<file path="src/fesr_pkg.sv">
/*
 * fesr_pkg: shared opcodes, timing, carriers and protect helpers for
 * the erase / suspend / resume sequencer of a serial nor flash.
 * Assumes a 40 MHz core clock and a 4 MB array made of 64 KB blocks.
 */
package fesr_pkg;

   // opcodes seen on the serial input
   localparam logic [7:0] OP_WREN = 8'h06;
   localparam logic [7:0] OP_WRDI = 8'h04;
   localparam logic [7:0] OP_WRSR = 8'h01;
   localparam logic [7:0] OP_PROG = 8'h02;
   localparam logic [7:0] OP_QPROG = 8'h32;
   localparam logic [7:0] OP_SECPROG = 8'h42;
   localparam logic [7:0] OP_SECERASE = 8'h44;
   localparam logic [7:0] OP_SERASE = 8'h20;
   localparam logic [7:0] OP_BERASE = 8'hD8;
   localparam logic [7:0] OP_CERASE_A = 8'hC7;
   localparam logic [7:0] OP_CERASE_B = 8'h60;
   localparam logic [7:0] OP_SUSPEND = 8'h75;
   localparam logic [7:0] OP_RESUME = 8'h7A;

   // frame lengths in serial clock edges
   localparam int CNT_W = 12;
   localparam logic [CNT_W-1:0] LEN_OPCODE = 12'h008;
   localparam logic [CNT_W-1:0] LEN_ADDR = 12'h020;
   localparam logic [CNT_W-1:0] LEN_MIN_DATA = 12'h028;
   localparam logic [CNT_W-1:0] LEN_MAX = 12'hFFF;

   // address layout: block index sits above the 64 KB offset
   localparam int BLK_LSB = 16;
   localparam int BLK_W = 6;
   localparam logic [BLK_W-1:0] BLK_LAST = 6'h3F;

   // self-timed durations, in microseconds, and the core rate
   localparam int unsigned CLK_MHZ = 40;
   localparam int unsigned SEC_ERASE_US = 500;
   localparam int unsigned BLK_ERASE_US = 1000;
   localparam int unsigned FULL_ERASE_US = 5000;
   localparam int unsigned PROG_US = 700;
   localparam int unsigned SEC_ERASE_CYC = SEC_ERASE_US * CLK_MHZ;
   localparam int unsigned BLK_ERASE_CYC = BLK_ERASE_US * CLK_MHZ;
   localparam int unsigned FULL_ERASE_CYC = FULL_ERASE_US * CLK_MHZ;
   localparam int unsigned PROG_CYC = PROG_US * CLK_MHZ;
   localparam logic [31:0] TMR_LAST = 32'h0000_0001;

   typedef enum logic [1:0] {
      K_SECTOR = 2'h0,
      K_BLOCK = 2'h1,
      K_CHIP = 2'h2,
      K_PROG = 2'h3
   } fesr_kind_type;

   typedef enum logic [1:0] {
      ST_IDLE = 2'b00,
      ST_RUN = 2'b01,
      ST_HELD = 2'b11,
      ST_HELD_RUN = 2'b10
   } fesr_state_type;

   typedef struct packed {
      fesr_kind_type kind;
      logic [23:0] addr;
   } fesr_op_type;

   typedef struct packed {
      logic protect_invert;
      logic small_unit_protect;
      logic top_bottom_select;
      logic block_protect_bit2;
      logic block_protect_bit1;
      logic block_protect_bit0;
   } fesr_prot_type;

   // true when the 64 KB block lies in the protected area
   function automatic logic fesr_block_hit(fesr_prot_type p,
                                           logic [BLK_W-1:0] blk);
      logic [2:0] bp;
      logic [BLK_W:0] span;
      logic [BLK_W-1:0] idx;
      logic hit;
      bp = {p.block_protect_bit2, p.block_protect_bit1,
            p.block_protect_bit0};
      span = 7'h01 << (bp - 3'h1);
      idx = p.top_bottom_select ? blk : BLK_LAST - blk;
      if (bp == 3'h0) begin
         hit = 1'b0;
      end else if (p.small_unit_protect) begin
         hit = (idx == 6'h00);
      end else begin
         hit = ({1'b0, idx} < span);
      end
      return hit ^ p.protect_invert;
   endfunction

   // true when at least one page of the array is protected
   function automatic logic fesr_any_hit(fesr_prot_type p);
      logic [2:0] bp;
      bp = {p.block_protect_bit2, p.block_protect_bit1,
            p.block_protect_bit0};
      if (p.protect_invert) begin
         return !((bp == 3'h7) && !p.small_unit_protect);
      end
      return (bp != 3'h0);
   endfunction

endpackage

</file>
<file path="src/fesr_sync.sv">
/*
 * fesr_sync: two-stage synchroniser for the serial link pins.
 * Assumes the pins are asynchronous to core_clk; only the second
 * stage may be read by any logic.
 */
`timescale 1ns/1ps
module fesr_sync (
   // clock and reset
   input wire logic core_clk,
   input wire logic arst_n,
   // raw pins and their synchronised copies
   input wire logic [2:0] pin_in,
   output logic [2:0] pin_sync
);
   logic [2:0] meta;

   // one pair of flops per pin
   genvar i;
   generate
      for (i = 0; i < 3; i++) begin : g_bit
         always_ff @(posedge core_clk or negedge arst_n) begin
            if (!arst_n) begin
               meta[i] <= 1'b1;
               pin_sync[i] <= 1'b1;
            end else begin
               meta[i] <= pin_in[i];
               pin_sync[i] <= meta[i];
            end
         end
      end
   endgenerate
endmodule // fesr_sync

</file>
<file path="src/fesr_sequencer.sv">
/*
 * fesr_sequencer: instruction sequencing for block erase, chip erase
 * and erase/program suspend and resume inside a serial nor flash.
 * Assumes the serial clock is far slower than core_clk (8 core
 * cycles a period or more) and that the array itself acts on the
 * op_start / op_info requests; this block only times them.
 */
// Contract
// block erase is opcode D8h plus three address bytes under chip select
// block erase needs the write enable latch set beforehand
// any address inside a 64 KB block selects the whole block
// host holds chip select low for the whole erase command
// chip select must rise right after last address bit, else discarded
// chip select rise starts timed block erase with busy high till done
// write enable latch clears before the block erase finishes
// block erase refused when the block is protected
// opcode C7h or 60h alone erases the whole array to FFh
// chip erase only accepted with write enable latch at one
// chip erase needs chip select rising right after eighth bit
// busy stays visible at one through chip erase, then zero
// write enable latch is zero once chip erase completes
// chip erase refused when any page is protected
// suspend opcode 75h pauses a running sector or block erase
// suspend opcode also pauses a running page program
// while erase is paused, status write and erase opcodes are refused
// suspend during chip erase is ignored
// while program is paused, status write and program opcodes refused
// program suspend only acts while a page program runs
// resume 7Ah honoured only with paused flag one and busy zero
// accepted resume clears paused flag and raises busy within 200 ns
// host waits up to 2 us after suspend before next instruction
// entering suspend sets paused flag and drops busy
`timescale 1ns/1ps
module fesr_sequencer
   import fesr_pkg::*;
#(
   parameter int unsigned SEC_CYC = SEC_ERASE_CYC,
   parameter int unsigned BLK_CYC = BLK_ERASE_CYC,
   parameter int unsigned FULL_CYC = FULL_ERASE_CYC,
   parameter int unsigned PRG_CYC = PROG_CYC
) (
   // clock and reset
   input wire logic core_clk,
   input wire logic arst_n,
   // serial link pins
   input wire logic sclk_pin,
   input wire logic cs_n_pin,
   input wire logic si_pin,
   // protect settings
   input wire fesr_prot_type prot,
   // status
   output logic busy_flag,
   output logic write_enable_latch,
   output logic paused_flag,
   // requests to the array, then the done and refused notices
   output logic op_start,
   output fesr_op_type op_info,
   output logic op_done,
   output logic cmd_refused
);

   logic [2:0] pin_sync;
   logic sclk_s;
   logic cs_n_s;
   logic si_s;
   logic sclk_d;
   logic cs_n_d;
   logic sclk_rise;
   logic cs_rise;
   logic [7:0] opcode;
   logic [23:0] addr;
   logic [CNT_W-1:0] bit_cnt;
   fesr_state_type state;
   fesr_op_type live_op;
   fesr_op_type held_op;
   logic [31:0] tmr;
   logic [31:0] held_tmr;
   logic [31:0] load_cyc;
   logic tmr_end;
   logic len8;
   logic len32;
   logic len_prog;
   logic erase_held;
   logic prog_held;
   logic blk_hit;
   logic do_wren;
   logic do_wrdi;
   logic do_start;
   logic do_susp;
   logic do_resm;
   logic do_refuse;
   fesr_op_type new_op;

   // the pins come from the host's domain
   fesr_sync u_sync (
      .core_clk(core_clk),
      .arst_n(arst_n),
      .pin_in({sclk_pin, cs_n_pin, si_pin}),
      .pin_sync(pin_sync)
   );

   assign sclk_s = pin_sync[2];
   assign cs_n_s = pin_sync[1];
   assign si_s = pin_sync[0];

   // edge history of the synchronised serial clock and chip select
   always_ff @(posedge core_clk or negedge arst_n) begin
      if (!arst_n) begin
         sclk_d <= 1'b0;
         cs_n_d <= 1'b1;
      end else begin
         sclk_d <= sclk_s;
         cs_n_d <= cs_n_s;
      end
   end

   // serial bits count only while selected, so a frame cut short
   // by a chip select glitch starts again from zero
   assign sclk_rise = sclk_s && !sclk_d && !cs_n_s;
   assign cs_rise = cs_n_s && !cs_n_d;

   // shift opcode then address; data bytes are only counted
   always_ff @(posedge core_clk or negedge arst_n) begin
      if (!arst_n) begin
         opcode <= 8'h00;
         addr <= 24'h00_0000;
         bit_cnt <= '0;
      end else if (cs_n_s) begin
         bit_cnt <= '0;
      end else if (sclk_rise) begin
         if (bit_cnt < LEN_OPCODE) begin
            opcode <= {opcode[6:0], si_s};
         end else if (bit_cnt < LEN_ADDR) begin
            addr <= {addr[22:0], si_s};
         end
         if (bit_cnt != LEN_MAX) begin
            bit_cnt <= bit_cnt + 12'h001;
         end
      end
   end

   // frame length checks made when chip select rises
   assign len8 = (bit_cnt == LEN_OPCODE);
   assign len32 = (bit_cnt == LEN_ADDR);
   assign len_prog = (bit_cnt >= LEN_MIN_DATA) && (bit_cnt[2:0] == 3'h0);

   // which kind of operation is parked
   assign erase_held = paused_flag && (held_op.kind != K_PROG);
   assign prog_held = paused_flag && (held_op.kind == K_PROG);

   // the low 16 address bits are ignored: the block is the unit
   assign blk_hit = fesr_block_hit(prot, addr[BLK_LSB +: BLK_W]);

   // decode a completed frame into one action
   always_comb begin
      do_wren = 1'b0;
      do_wrdi = 1'b0;
      do_start = 1'b0;
      do_susp = 1'b0;
      do_resm = 1'b0;
      do_refuse = 1'b0;
      new_op.kind = K_BLOCK;
      new_op.addr = addr;
      if (cs_rise) begin
         case (opcode)
            OP_WREN: begin
               do_wren = len8 && !busy_flag;
            end
            OP_WRDI: begin
               do_wrdi = len8 && !busy_flag;
            end
            OP_BERASE, OP_SERASE: begin
               new_op.kind = (opcode == OP_BERASE) ? K_BLOCK : K_SECTOR;
               if (len32) begin
                  if (!busy_flag && write_enable_latch &&
                      !erase_held && !blk_hit) begin
                     do_start = 1'b1;
                  end else begin
                     do_refuse = 1'b1;
                  end
               end
            end
            OP_CERASE_A, OP_CERASE_B: begin
               new_op.kind = K_CHIP;
               new_op.addr = 24'h00_0000;
               if (len8) begin
                  if (!busy_flag && write_enable_latch &&
                      !paused_flag &&
                      !fesr_any_hit(prot)) begin
                     do_start = 1'b1;
                  end else begin
                     do_refuse = 1'b1;
                  end
               end
            end
            OP_PROG: begin
               new_op.kind = K_PROG;
               if (len_prog) begin
                  if (!busy_flag && write_enable_latch &&
                      !prog_held && !blk_hit) begin
                     do_start = 1'b1;
                  end else begin
                     do_refuse = 1'b1;
                  end
               end
            end
            OP_WRSR: begin
               do_refuse = paused_flag;
            end
            OP_QPROG, OP_SECPROG: begin
               do_refuse = prog_held;
            end
            OP_SECERASE: begin
               do_refuse = erase_held;
            end
            OP_SUSPEND: begin
               // a chip erase cannot be parked, so it runs on
               do_susp = len8 && (state == ST_RUN) &&
                         (live_op.kind != K_CHIP);
            end
            OP_RESUME: begin
               do_resm = len8 && paused_flag && !busy_flag;
            end
            default: begin
               do_refuse = 1'b0;
            end
         endcase
      end
   end

   // cycle count for the operation about to start
   always_comb begin
      case (new_op.kind)
         K_SECTOR: load_cyc = SEC_CYC;
         K_BLOCK: load_cyc = BLK_CYC;
         K_CHIP: load_cyc = FULL_CYC;
         K_PROG: load_cyc = PRG_CYC;
         default: load_cyc = BLK_CYC;
      endcase
   end

   assign tmr_end = busy_flag && (tmr == TMR_LAST);

   // self-timed countdown; a suspend parks the remainder
   always_ff @(posedge core_clk or negedge arst_n) begin
      if (!arst_n) begin
         tmr <= 32'h0000_0000;
         held_tmr <= 32'h0000_0000;
      end else if (tmr_end) begin
         tmr <= 32'h0000_0000;
      end else if (do_start) begin
         tmr <= load_cyc;
      end else if (do_susp) begin
         // the suspend cycle itself was spent erasing, so park one less
         held_tmr <= tmr - 32'h0000_0001;
      end else if (do_resm) begin
         tmr <= held_tmr;
      end else if (busy_flag) begin
         tmr <= tmr - 32'h0000_0001;
      end
   end

   // operation state, flags and the parked operation; completion
   // wins over a suspend landing in the same cycle, since there is
   // nothing left to park
   always_ff @(posedge core_clk or negedge arst_n) begin
      if (!arst_n) begin
         state <= ST_IDLE;
         busy_flag <= 1'b0;
         paused_flag <= 1'b0;
         live_op <= '0;
         held_op <= '0;
      end else if (tmr_end) begin
         busy_flag <= 1'b0;
         state <= (state == ST_HELD_RUN) ? ST_HELD : ST_IDLE;
      end else if (do_start) begin
         busy_flag <= 1'b1;
         live_op <= new_op;
         state <= paused_flag ? ST_HELD_RUN : ST_RUN;
      end else if (do_susp) begin
         busy_flag <= 1'b0;
         paused_flag <= 1'b1;
         held_op <= live_op;
         state <= ST_HELD;
      end else if (do_resm) begin
         // busy rises on the next edge, well inside 200 ns
         paused_flag <= 1'b0;
         busy_flag <= 1'b1;
         live_op <= held_op;
         state <= ST_RUN;
      end
   end

   // the latch drops as each erase or program starts, so it stays zero
   // to the end unless a write enable arrives while the op is paused
   always_ff @(posedge core_clk or negedge arst_n) begin
      if (!arst_n) begin
         write_enable_latch <= 1'b0;
      end else if (do_start) begin
         write_enable_latch <= 1'b0;
      end else if (do_wren) begin
         write_enable_latch <= 1'b1;
      end else if (do_wrdi) begin
         write_enable_latch <= 1'b0;
      end
   end

   // one-cycle notices to the array and to the outside
   always_ff @(posedge core_clk or negedge arst_n) begin
      if (!arst_n) begin
         op_start <= 1'b0;
         op_done <= 1'b0;
         cmd_refused <= 1'b0;
         op_info <= '0;
      end else begin
         op_start <= do_start || do_resm;
         op_done <= tmr_end;
         cmd_refused <= do_refuse;
         if (do_start) begin
            op_info <= new_op;
         end else if (do_resm) begin
            op_info <= held_op;
         end
      end
   end

endmodule // fesr_sequencer

</file>
<file path="config.mk">
export PLATFORM = sky130hd
export DESIGN_NAME = fesr_sequencer
export DESIGN_NICKNAME = d
export VERILOG_FILES = /design/src/fesr_pkg.sv /design/src/fesr_sync.sv /design/src/fesr_sequencer.sv
export SDC_FILE = /design/constraint.sdc
export NUM_CORES = 1
export LEC_CHECK = 0
export BUFFER_PORTS_ARGS = -buffer_cell sky130_fd_sc_hd__buf_2
export CORE_MARGIN = 2
export CORE_UTILIZATION = 45
export DETAILED_ROUTE_END_ITERATION = 10
export PLACE_DENSITY = 0.71
export SYNTH_ARGS = -nofsm -noshare
export SYNTH_HDL_FRONTEND = slang
export SYNTH_SLANG_ARGS = --single-unit
</file>
<file path="constraint.sdc">
create_clock -name core_clk -period 3.1 [get_ports core_clk]
set_input_delay 0.62 -clock core_clk [delete_from_list [all_inputs] [get_ports core_clk]]
set_output_delay 0.62 -clock core_clk [all_outputs]
set_load 0.1 [all_outputs]
</file>
=== After elaboration in Yosys (flattened, before gate mapping) ===
Index checks and enable logic that the tools add are counted.

* Logic and storage cells: 190
* Memories kept: 0
* Bits in latches: 0
* Register bits: 202
* Bits in writable memories: 0
* Bits in read-only memories: 0

* Bitwise logic cells: 5
* Reductions and logical operators: 54
* Order comparisons: 4
* Divide/modulo/power cells: 0
* Muxes and demuxes: 68
* Eq/ne operators: 28
* $mul: 0
* $add $sub $neg: 4
* Shifts and indexed selects: 1

{| class="wikitable"
|+ Operators with widths
! kind !! count
|-
| $mux W32 || 5
|-
| $mux W26 || 5
|-
| $pmux W32 S4 || 1
|-
| $mux W1 || 43
|-
| $eq A8 B7 Y1 const B || 5
|-
| $mux W12 || 3
|-
| $eq A32 B1 Y1 const B || 1
|-
| $sub A32 B1 Y32 const B || 1
|-
| $mux W24 || 1
|-
| $logic_and A1 B1 Y1 || 20
|-
| $eq A8 B3 Y1 const B || 2
|-
| $eq A8 B6 Y1 const B || 2
|-
| $eq A8 B8 Y1 const B || 2
|-
| $add A12 B1 Y12 const B || 1
|-
| $eq A12 B4 Y1 const B || 1
|-
| $eq A12 B6 Y1 const B || 1
|-
| $ge A12 B6 Y1 const B || 1
|-
| $lt A12 B4 Y1 const B || 1
|-
| $lt A12 B6 Y1 const B || 1
|-
| $mux W2 || 6
|-
| $ne A12 B12 Y1 const B || 1
|-
| $reduce_and A3 Y1 || 4
|-
| $logic_not A1 Y1 || 11
|-
| $eq A2 B2 Y1 const B || 4
|-
| other kinds (26) || 41
|}

=== Longest topological paths before layout ===
Gate-level depths: netlist (run 1).

* Word-level depth: 16
* Depth in mapped cells: 14
* Gate-level depth less buffers: 11

=== Cells and area by module ===
Synthesis (run 1) repeated with hierarchy kept, for this count alone.

* Cells, all modules: 1124
* Area, all modules: 10299.9 um2

{| class="wikitable"
|+ By module, submodules not included
! module !! times used !! area each (um2) !! cells an instance
|-
| fesr_sequencer || 1 || 10142.2 || 1118
|-
| fesr_sync || 1 || 157.7 || 6
|}

=== Worst setup path after synthesis (run 1) ===
No wires, ideal clock.

* Kind: input -> register
* Start point: in prot[1] in the netlist's numbering
* End point: reg tmr[17]
* Buffers on the path: 3
* Setup time: 126 ps
* Cell stages on the path: 12
* Arrival: 3136 ps
* Setup slack: -161 ps
* Path through: clkbuf_1 or3_1 ha_1 a21o_1 a22oi_1 a31oi_1 o31a_1 mux2_2 a21o_1 buf_6 buf_6 a221o_1

* Word-level cells in the longest chain between the ends: 16
* Elaborated cells between the ends (all ways): 34
* Classes of those cells: 1 x add/sub; 1 x order compare; 2 x eq/ne; 1 x shift; 17 x mux; 1 x bitwise; 11 x reduce/logical

{| class="wikitable"
|+ Ends and longest elaborated chain
! item !! RTL line !! text
|-
| start, declared || fesr_sequencer.sv:50 || <nowiki>input wire fesr_prot_type prot,</nowiki>
|-
| parallel branches: the longest is 12 deep, another holds $lt A6 B7 Y1 || - ||
|-
| $pmux W1 S3 * || fesr_sequencer.sv:165 || <nowiki>case (opcode)</nowiki>
|-
| $mux W1 * || fesr_sequencer.sv:164 || <nowiki>if (cs_rise) begin</nowiki>
|-
| $ne A3 B3 Y1 (no line), or another cell as far along || - ||
|-
| $reduce_and A2 Y1 (no line) / $mux W32 (equally long branches) || - ||
|-
| end signal, assigned || fesr_sequencer.sv:252 || <nowiki>tmr <= load_cyc;</nowiki>
|-
| end signal, assigned || fesr_sequencer.sv:257 || <nowiki>tmr <= held_tmr;</nowiki>
|-
| end signal, assigned || fesr_sequencer.sv:259 || <nowiki>tmr <= tmr - 32'h0000_0001;</nowiki>
|-
| end, declared || fesr_sequencer.sv:76 || <nowiki>logic [31:0] tmr;</nowiki>
|}

Mark *: on every way between the ends. The select of a mux whose other input is x is not followed.
A chain may end at the register's enable or synchronous reset.

=== Final worst setup path (run 1) ===
* Start point: reg opcode[3]
* End point: reg tmr[29]

* Word-level cells in the longest chain between the ends: 7
* Elaborated cells between the ends (all ways): 22
* Classes of those cells: 8 x eq/ne; 10 x mux; 4 x reduce/logical

{| class="wikitable"
|+ Ends and longest elaborated chain
! item !! RTL line !! text
|-
| start, declared || fesr_sequencer.sv:70 || <nowiki>logic [7:0] opcode;</nowiki>
|-
| start signal, assigned || fesr_sequencer.sv:132 || <nowiki>opcode <= {opcode[6:0], si_s};</nowiki>
|-
| parallel branches: the longest is 7 deep, another holds $eq A8 B8 Y1 || - ||
|}

Several ways; the timed one is not identified. The select of a mux whose other input is x is not followed.

==> results.yml, run 1 <==
cts:
  clk_pin_slew_ns: 0.06
  clock_latency_ns: 0.52
  cts-root-buf: "clkbuf_16"
  cts_inserted_buffers: 22
  clockBufferDepth: 3
  cts_sinks: 202
  cts_tree: "done"
  htreeDepth: 1
die:
  ios: 43
  dieArea_mm2: 0.0242
  start_util: 0.457
  die_h_um: 155
  rows: 55
  core_mm2: 0.0226
  die_w_um: 155
layout:
  drive_gt1_frac: 0.201
  nFillCells: 2008
  area_delta_synth_final_pct: 16.4
  diodes: 0
  nets: 1163
setup_path:
  cp.arrival_ns: 3.36
  crit_path_start_kind: "flop"
  rr_worst_depth: 9
  cp-endpoint: "tmr[29]"
  worstPathRequired_ns: 3.50
  cp_max_fo: 10
  worstSetupPathType: "reg -> reg"
  r2r_start: "opcode[3]"
  r2r-end: "tmr[29]"
  reg2reg_slack_ns: 0.13
  endpoint_kind: "flop"
  setup.worst_path.start: "opcode[3]"
placed_design:
  post-place-ws_ns: -0.267
  io_buffer_count: 42
  gp_congestion: 0.901
  dp_hpwl_um: 16100
timing:
  worstMarginPinSlew_ns: 0.786
  slew_headroom: 0.474
  clock_skew_ns: 0.0152
  layout_setup_ws_ns: 0.135
  min_period_over_period: 0.957
  rsz0062_at_grt: "no"
  max_freq_mhz: 337
  finalCriticalPeriod_ns: 2.97
  final_max_slew_viol_count: 0
  fin_hold_ws_ns: 0.124
  finalHoldViolations: 0
  setup_viol: 0
yosys:
  avgSynthCellArea_um2: 9.65
  async_flop_share: 1.00
  yosysTopAreaCell: "dfrtp_1"
  yosysUniqueCellTypes: 69
  ys_top_cells_by_area: "dfrtp_1, nand2_1, mux2i_1"
  synthCells: 1070
  ys.flop_type: "dfrtp_1"
  yosysSeqAreaShare: 0.490
  netlist_area_mm2: 0.0103
  synth-seq-cells: 202
  synth_warnings: 0
  synth_top_cell_area_share: 0.473
  synth_nets: 1094
  synth-edff-count: 0
drt:
  vias: 8139
  ant_nets: 0
  drt_iter0_markers: 521
  drt_pass1_iterations: 5
  routedWlPerCell_um: 17.1
  drc_errors: 0
  wirelength_um: 24700
  viasPerCell: 5.66
outcome:
  status: "finished clean"
global_routing:
  groute.usage.overall: 0.207
  grt_pass1_vias: 8085
  grt_max_degree: 74
  overflow: 0
  antenna_found_initial: 0
  grt_pass1_wl_um: 41000
run:
  cap_violations: 0
pwr:
  peakVddDrop_mv: 0.384
  leakagePower_nw: 5.16
  power_density_mw_per_mm2: 497
hold_path:
  hp-class: "in -> async"
-- per-stage QoR --
stage	total power, mW	utilization	area, µm²	instances	setup TNS, ns
floorplan	3.26	-	10400	1070	-2.22
global placement	3.46	0.500	11300	1399	-14.79
detailed placement	3.47	0.500	11300	1399	-16.29
CTS	6.03	0.530	12000	1438	0
global route	6.22	0.532	12000	1439	0
finish	5.98	0.532	12000	1439	0
-- critical path: stages, from the launching register on --
cell	delay, ns
dfrtp_1	0.38
or4_1	0.65
mux2i_2	0.27
o211ai_1	0.20
a221o_1	0.39
nor2_1	0.22
a211oi_2	0.11
buf_4	0.20
a211o_1	0.30
o2bb2ai_1	0.12
-- final cells by class --
| cell class | count | area, µm² | area share |
|---|---|---|---|
| multi-input cells | 772 | 4880 | 0.406 |
| flip-flops and latches | 202 | 5060 | 0.421 |
| clock inverters | 7 | 75.1 | 0.00625 |
| inverters | 20 | 75.1 | 0.00625 |
| well taps | 285 | 357 | 0.0297 |
| repair buffers | 121 | 955 | 0.0794 |
| clock buffers | 32 | 618 | 0.0514 |
-- flip-flops by register name (all words and copies together) (netlist names) --
name / flops
paused_flag: 1
u_sync.pin_sync: 3
sclk_d: 1
u_sync.meta: 3
state: 2
bit_cnt: 12
held_op: 26
write_enable_latch: 1
cmd_refused: 1
live_op: 26
op_done: 1
op_info: 26
addr: 24
op_start: 1
held_tmr: 32
busy_flag: 1
cs_n_d: 1
opcode: 8
tmr: 32
-- repair_timing --
action,in CTS,in global routing
resized for setup,0,5
setup endpoints to repair,0,41
hold buffers,0,0
endpoints found under the hold margin,0,0
buffers inserted,0,0
-- cell usage after synthesis (all sizes together), types with 3 or more instances --
cell type	n
o21ai	108
dfstp	7
a211oi	11
xnor2	26
nand3	46
o22ai	4
nand2	164
ha	13
xor2	17
nand4	13
mux2	35
dfrtp	195
a22oi	3
a211o	8
or3b	3
nor2	63
nor4	16
a21o	6
nor3b	7
inv	20
nor2b	4
or4	7
clkbuf	43
a31oi	4
mux2i	52
and2	5
nor3	36
and3	8
a221o	4
or4b	3
a21oi	46
nand2b	8
o211ai	10
or3	17
buf	33
-- kinds of logic after synthesis --
| logic type | synth area share |
|---|---|
| flops | 0.490 |
| simple gates | 0.198 |
| fa+ha+maj | 0.0158 |
| compound gates | 0.127 |
| mux | 0.0886 |
| buf+inv | 0.0441 |
| xor+xnor | 0.0365 |
-- cells in the final DEF (no fill, tap or decap), types with 6 or more instances in the layout --
cell,Yosys,final
nand3_1,38,38
ha_1,13,13
o21ai_0,87,87
buf_2,23,41
clkbuf_16,0,23
mux2i_1,52,51
a211o_1,8,8
nor4_1,13,13
buf_4,2,68
nand2b_1,7,6
mux2_2,35,34
o211ai_1,10,10
clkbuf_1,38,7
or4_1,7,7
dfrtp_1,195,195
xnor2_1,26,25
and3_1,8,8
a211oi_1,10,9
nand3_2,8,8
a21oi_1,45,45
xor2_1,17,17
nand4_1,13,13
buf_12,0,10
nand2_1,164,164
o21ai_1,21,20
dfstp_2,7,7
inv_1,20,20
nor3_1,35,31
nor2_1,63,63
nor3b_1,6,6
or3_1,17,17
-- power breakdown --
part | switching, mW | internal [mW] | leakage, nW | total, mW
Combinational | 0.429 | 0.239 | 2.38 | 0.668
Clock | 1.07 | 1.47 | 0.342 | 2.54
Sequential | 0.0455 | 2.72 | 2.44 | 2.77
Total | 1.54 | 4.43 | 5.16 | 5.98
-- per-layer routing --
| metal | wire, µm | share of wire | track usage |
|---|---|---|---|
| met4 | 474 | 0.019 | 0.0599 |
| met2 | 11600 | 0.47 | 0.333 |
| met3 | 1330 | 0.054 | 0.0373 |
| met1 | 11300 | 0.46 | 0.287 |
| met5 | 0 | 0 | 0 |
-- how the worst min path moves through the flow --
stage / startpoint / end / slack, ns / cells after the start
after global placement: u_sync.meta[2] / u_sync.pin_sync[2] / 0.35 / 0
final: arst_n / op_done / 0.12 / 1
after global routing: arst_n / tmr[23] / 0.18 / 1
after detailed placement: u_sync.meta[2] / u_sync.pin_sync[2] / 0.35 / 0
after floorplan: arst_n / addr[0] / 0.32 / 0
after CTS: arst_n / tmr[29] / 0.14 / 1
Note: power is estimated with default switching activity, not from simulation.
==> run 2, diff against run 1 <==
--- a/config.mk
+++ b/config.mk
@@ -9,7 +9,7 @@
 export CORE_MARGIN = 2
 export CORE_UTILIZATION = 45
 export DETAILED_ROUTE_END_ITERATION = 10
-export PLACE_DENSITY = 0.71
+export PLACE_DENSITY_LB_ADDON = 0.25
 export SYNTH_ARGS = -nofsm -noshare
 export SYNTH_HDL_FRONTEND = slang
 export SYNTH_SLANG_ARGS = --single-unit
==> results.yml, run 2 (synthesis results as in run 1) <==
cts:
  cts-root-buf: "clkbuf_16"
  htreeDepth: 1
  clockBufferDepth: 3
  clock_latency_ns: 0.54
  cts_setup_buffers: 0
  holdBufCountCts: 0
  clk_pin_slew_ns: 0.06
  cts_sinks: 202
  ctsResizeCount: 0
  cts_inserted_buffers: 23
  cts_tree: "done"
setup_path:
  cp.arrival_ns: 3.36
  crit_path_start_kind: "flop"
  crit_path_frequent_cell: "or3_1"
  max_stage_delay_ns: 0.64
  cp_slowest_cell: "or4b_1"
  critical-path-top-delay-family: "simple AND/OR/NAND/NOR gates"
  worst-path-buf-inv: 2
  reg2reg_slack_ns: 0.14
  endpoint_kind: "flop"
  rr_worst_depth: 8
  cp_max_fo: 21
  r2r-end: "tmr[15]"
  worstPathRequired_ns: 3.49
  r2r_start: "tmr[21]"
  path_cells: "or3_1, or4b_1, nor3_1, buf_4, or3_1, buf_12, o21ai_0, a211o_1"
  worstSetupPathType: "reg -> reg"
timing:
  slew_headroom: 0.428
  rsz0062_at_grt: "no"
  finalCriticalPeriod_ns: 2.96
  clock_skew_ns: 0.0350
  fin_tns_setup_ns: 0
  worstMarginPinSlew_ns: 0.854
  min_period_over_period: 0.955
  final_max_slew_viol_count: 0
  setup_viol: 0
  finalHoldViolations: 0
  max_freq_mhz: 338
drt:
  viasPerCell: 5.57
  met3_length_um: 1050
  wirelength_um: 25000
  drt_iter0_markers: 481
  routedWlPerCell_um: 17.3
  wl_met1_um: 11500
  met2_length_um: 11900
  routed.top_layer: "met4"
  vias: 8031
  drt_pass1_iterations: 5
  drc_errors: 0
  ant_nets: 0
pwr:
  power.internal_mw: 4.78
  switchingPower_mw: 1.59
  leakagePower_nw: 5.19
  power_density_mw_per_mm2: 526
  clkPwrFrac: 0.460
  p_seq_frac: 0.435
  p_sw_frac: 0.250
  pwr-share-comb: 0.106
  peakVddDrop_mv: 0.516
global_routing:
  antenna_found_initial: 0
  overflow: 0
  groute.usage.overall: 0.211
  grt_pass1_vias: 8083
  grt_pass1_wl_um: 41600
  grt_max_degree: 73
die:
  die_h_um: 155
  dieArea_mm2: 0.0242
  die_w_um: 155
  start_util: 0.457
  core_mm2: 0.0226
  ios: 43
  rows: 55
layout:
  diodes: 0
  layout_commonest_cell: "dfrtp_1"
  drive_gt1_frac: 0.205
  area_delta_synth_final_pct: 17.2
  nets: 1166
  reg_top3: "held_tmr x32, tmr x32"
  final_cell_area_mm2: 0.0121
  final_cell_mix: "dfrtp_1, nand2_1, o21ai_0"
placed_design:
  placed_area_mm2: 0.0112
  dp_hpwl_um: 16500
  io_buffer_count: 42
  gp_congestion: 0.903
run:
  cap_violations: 0
hold_path:
  hp-class: "in -> async"
outcome:
  status: "finished clean"
-- run 2: worst max path at each step --
stage / startpoint / to / slack, ns / cells past startpoint
finish: tmr[21] / tmr[15] / 0.14 / 8
global route: tmr[21] / tmr[29] / 0.008 / 9
detailed placement: prot[0] / op_info[9] / -0.29 / 13
floorplan: prot[1] / tmr[17] / -0.14 / 12
global placement: prot[0] / op_info[1] / -0.23 / 13
CTS: opcode[7] / tmr[29] / 0.07 / 9
-- run 2: power by group through the flow --
stage	Clock (mW)	Combinational [mW]	Sequential, mW
2_1_floorplan	0	0.353	2.91
3_3_place_gp	0	0.653	2.81
3_5_place_dp	0	0.657	2.81
4_1_cts	2.99	0.659	2.77
5_1_grt	3.10	0.742	2.78
6_report	2.93	0.673	2.77
-- run 2: area by class of cell --
| class | instances | area (µm²) |
|---|---|---|
| sequential | 202 | 5060 |
| timing repair buffer | 123 | 920 |
| clock inverter | 11 | 200 |
| inverter | 20 | 75.1 |
| fill | 2044 | 10500 |
| clock buffer | 29 | 608 |
| tap | 285 | 357 |
| multi-input combinational | 772 | 4880 |
-- run 2: per-layer routing --
layer,up-vias,global-route usage
li1,3909,-
met1,3924,0.289
met2,157,0.355
met3,41,0.0309
met4,0,0.0498
met5,-,0
-- run 2: metrics by stage --
stage                     power (mW)  instances  setup slack [ns]  utilization  hold slack [ns]
after global placement          3.46       1401            -0.233        0.498            0.346
after CTS                       6.41       1441            0.0705        0.534            0.125
final                           6.37       1442             0.138        0.536           0.0951
after detailed placement        3.47       1401            -0.290        0.498            0.348
after global routing            6.62       1442           0.00814        0.536            0.158
after floorplan                 3.26       1070            -0.140            -            0.324
-- run 2: worst register-to-register path: stages, from the launching register on --
cell and delay [ns]:
dfrtp_1 0.44, or3_1 0.40, or4b_1 0.64, nor3_1 0.29, buf_4 0.23, or3_1 0.24, buf_12 0.20, o21ai_0 0.12
a211o_1 0.28
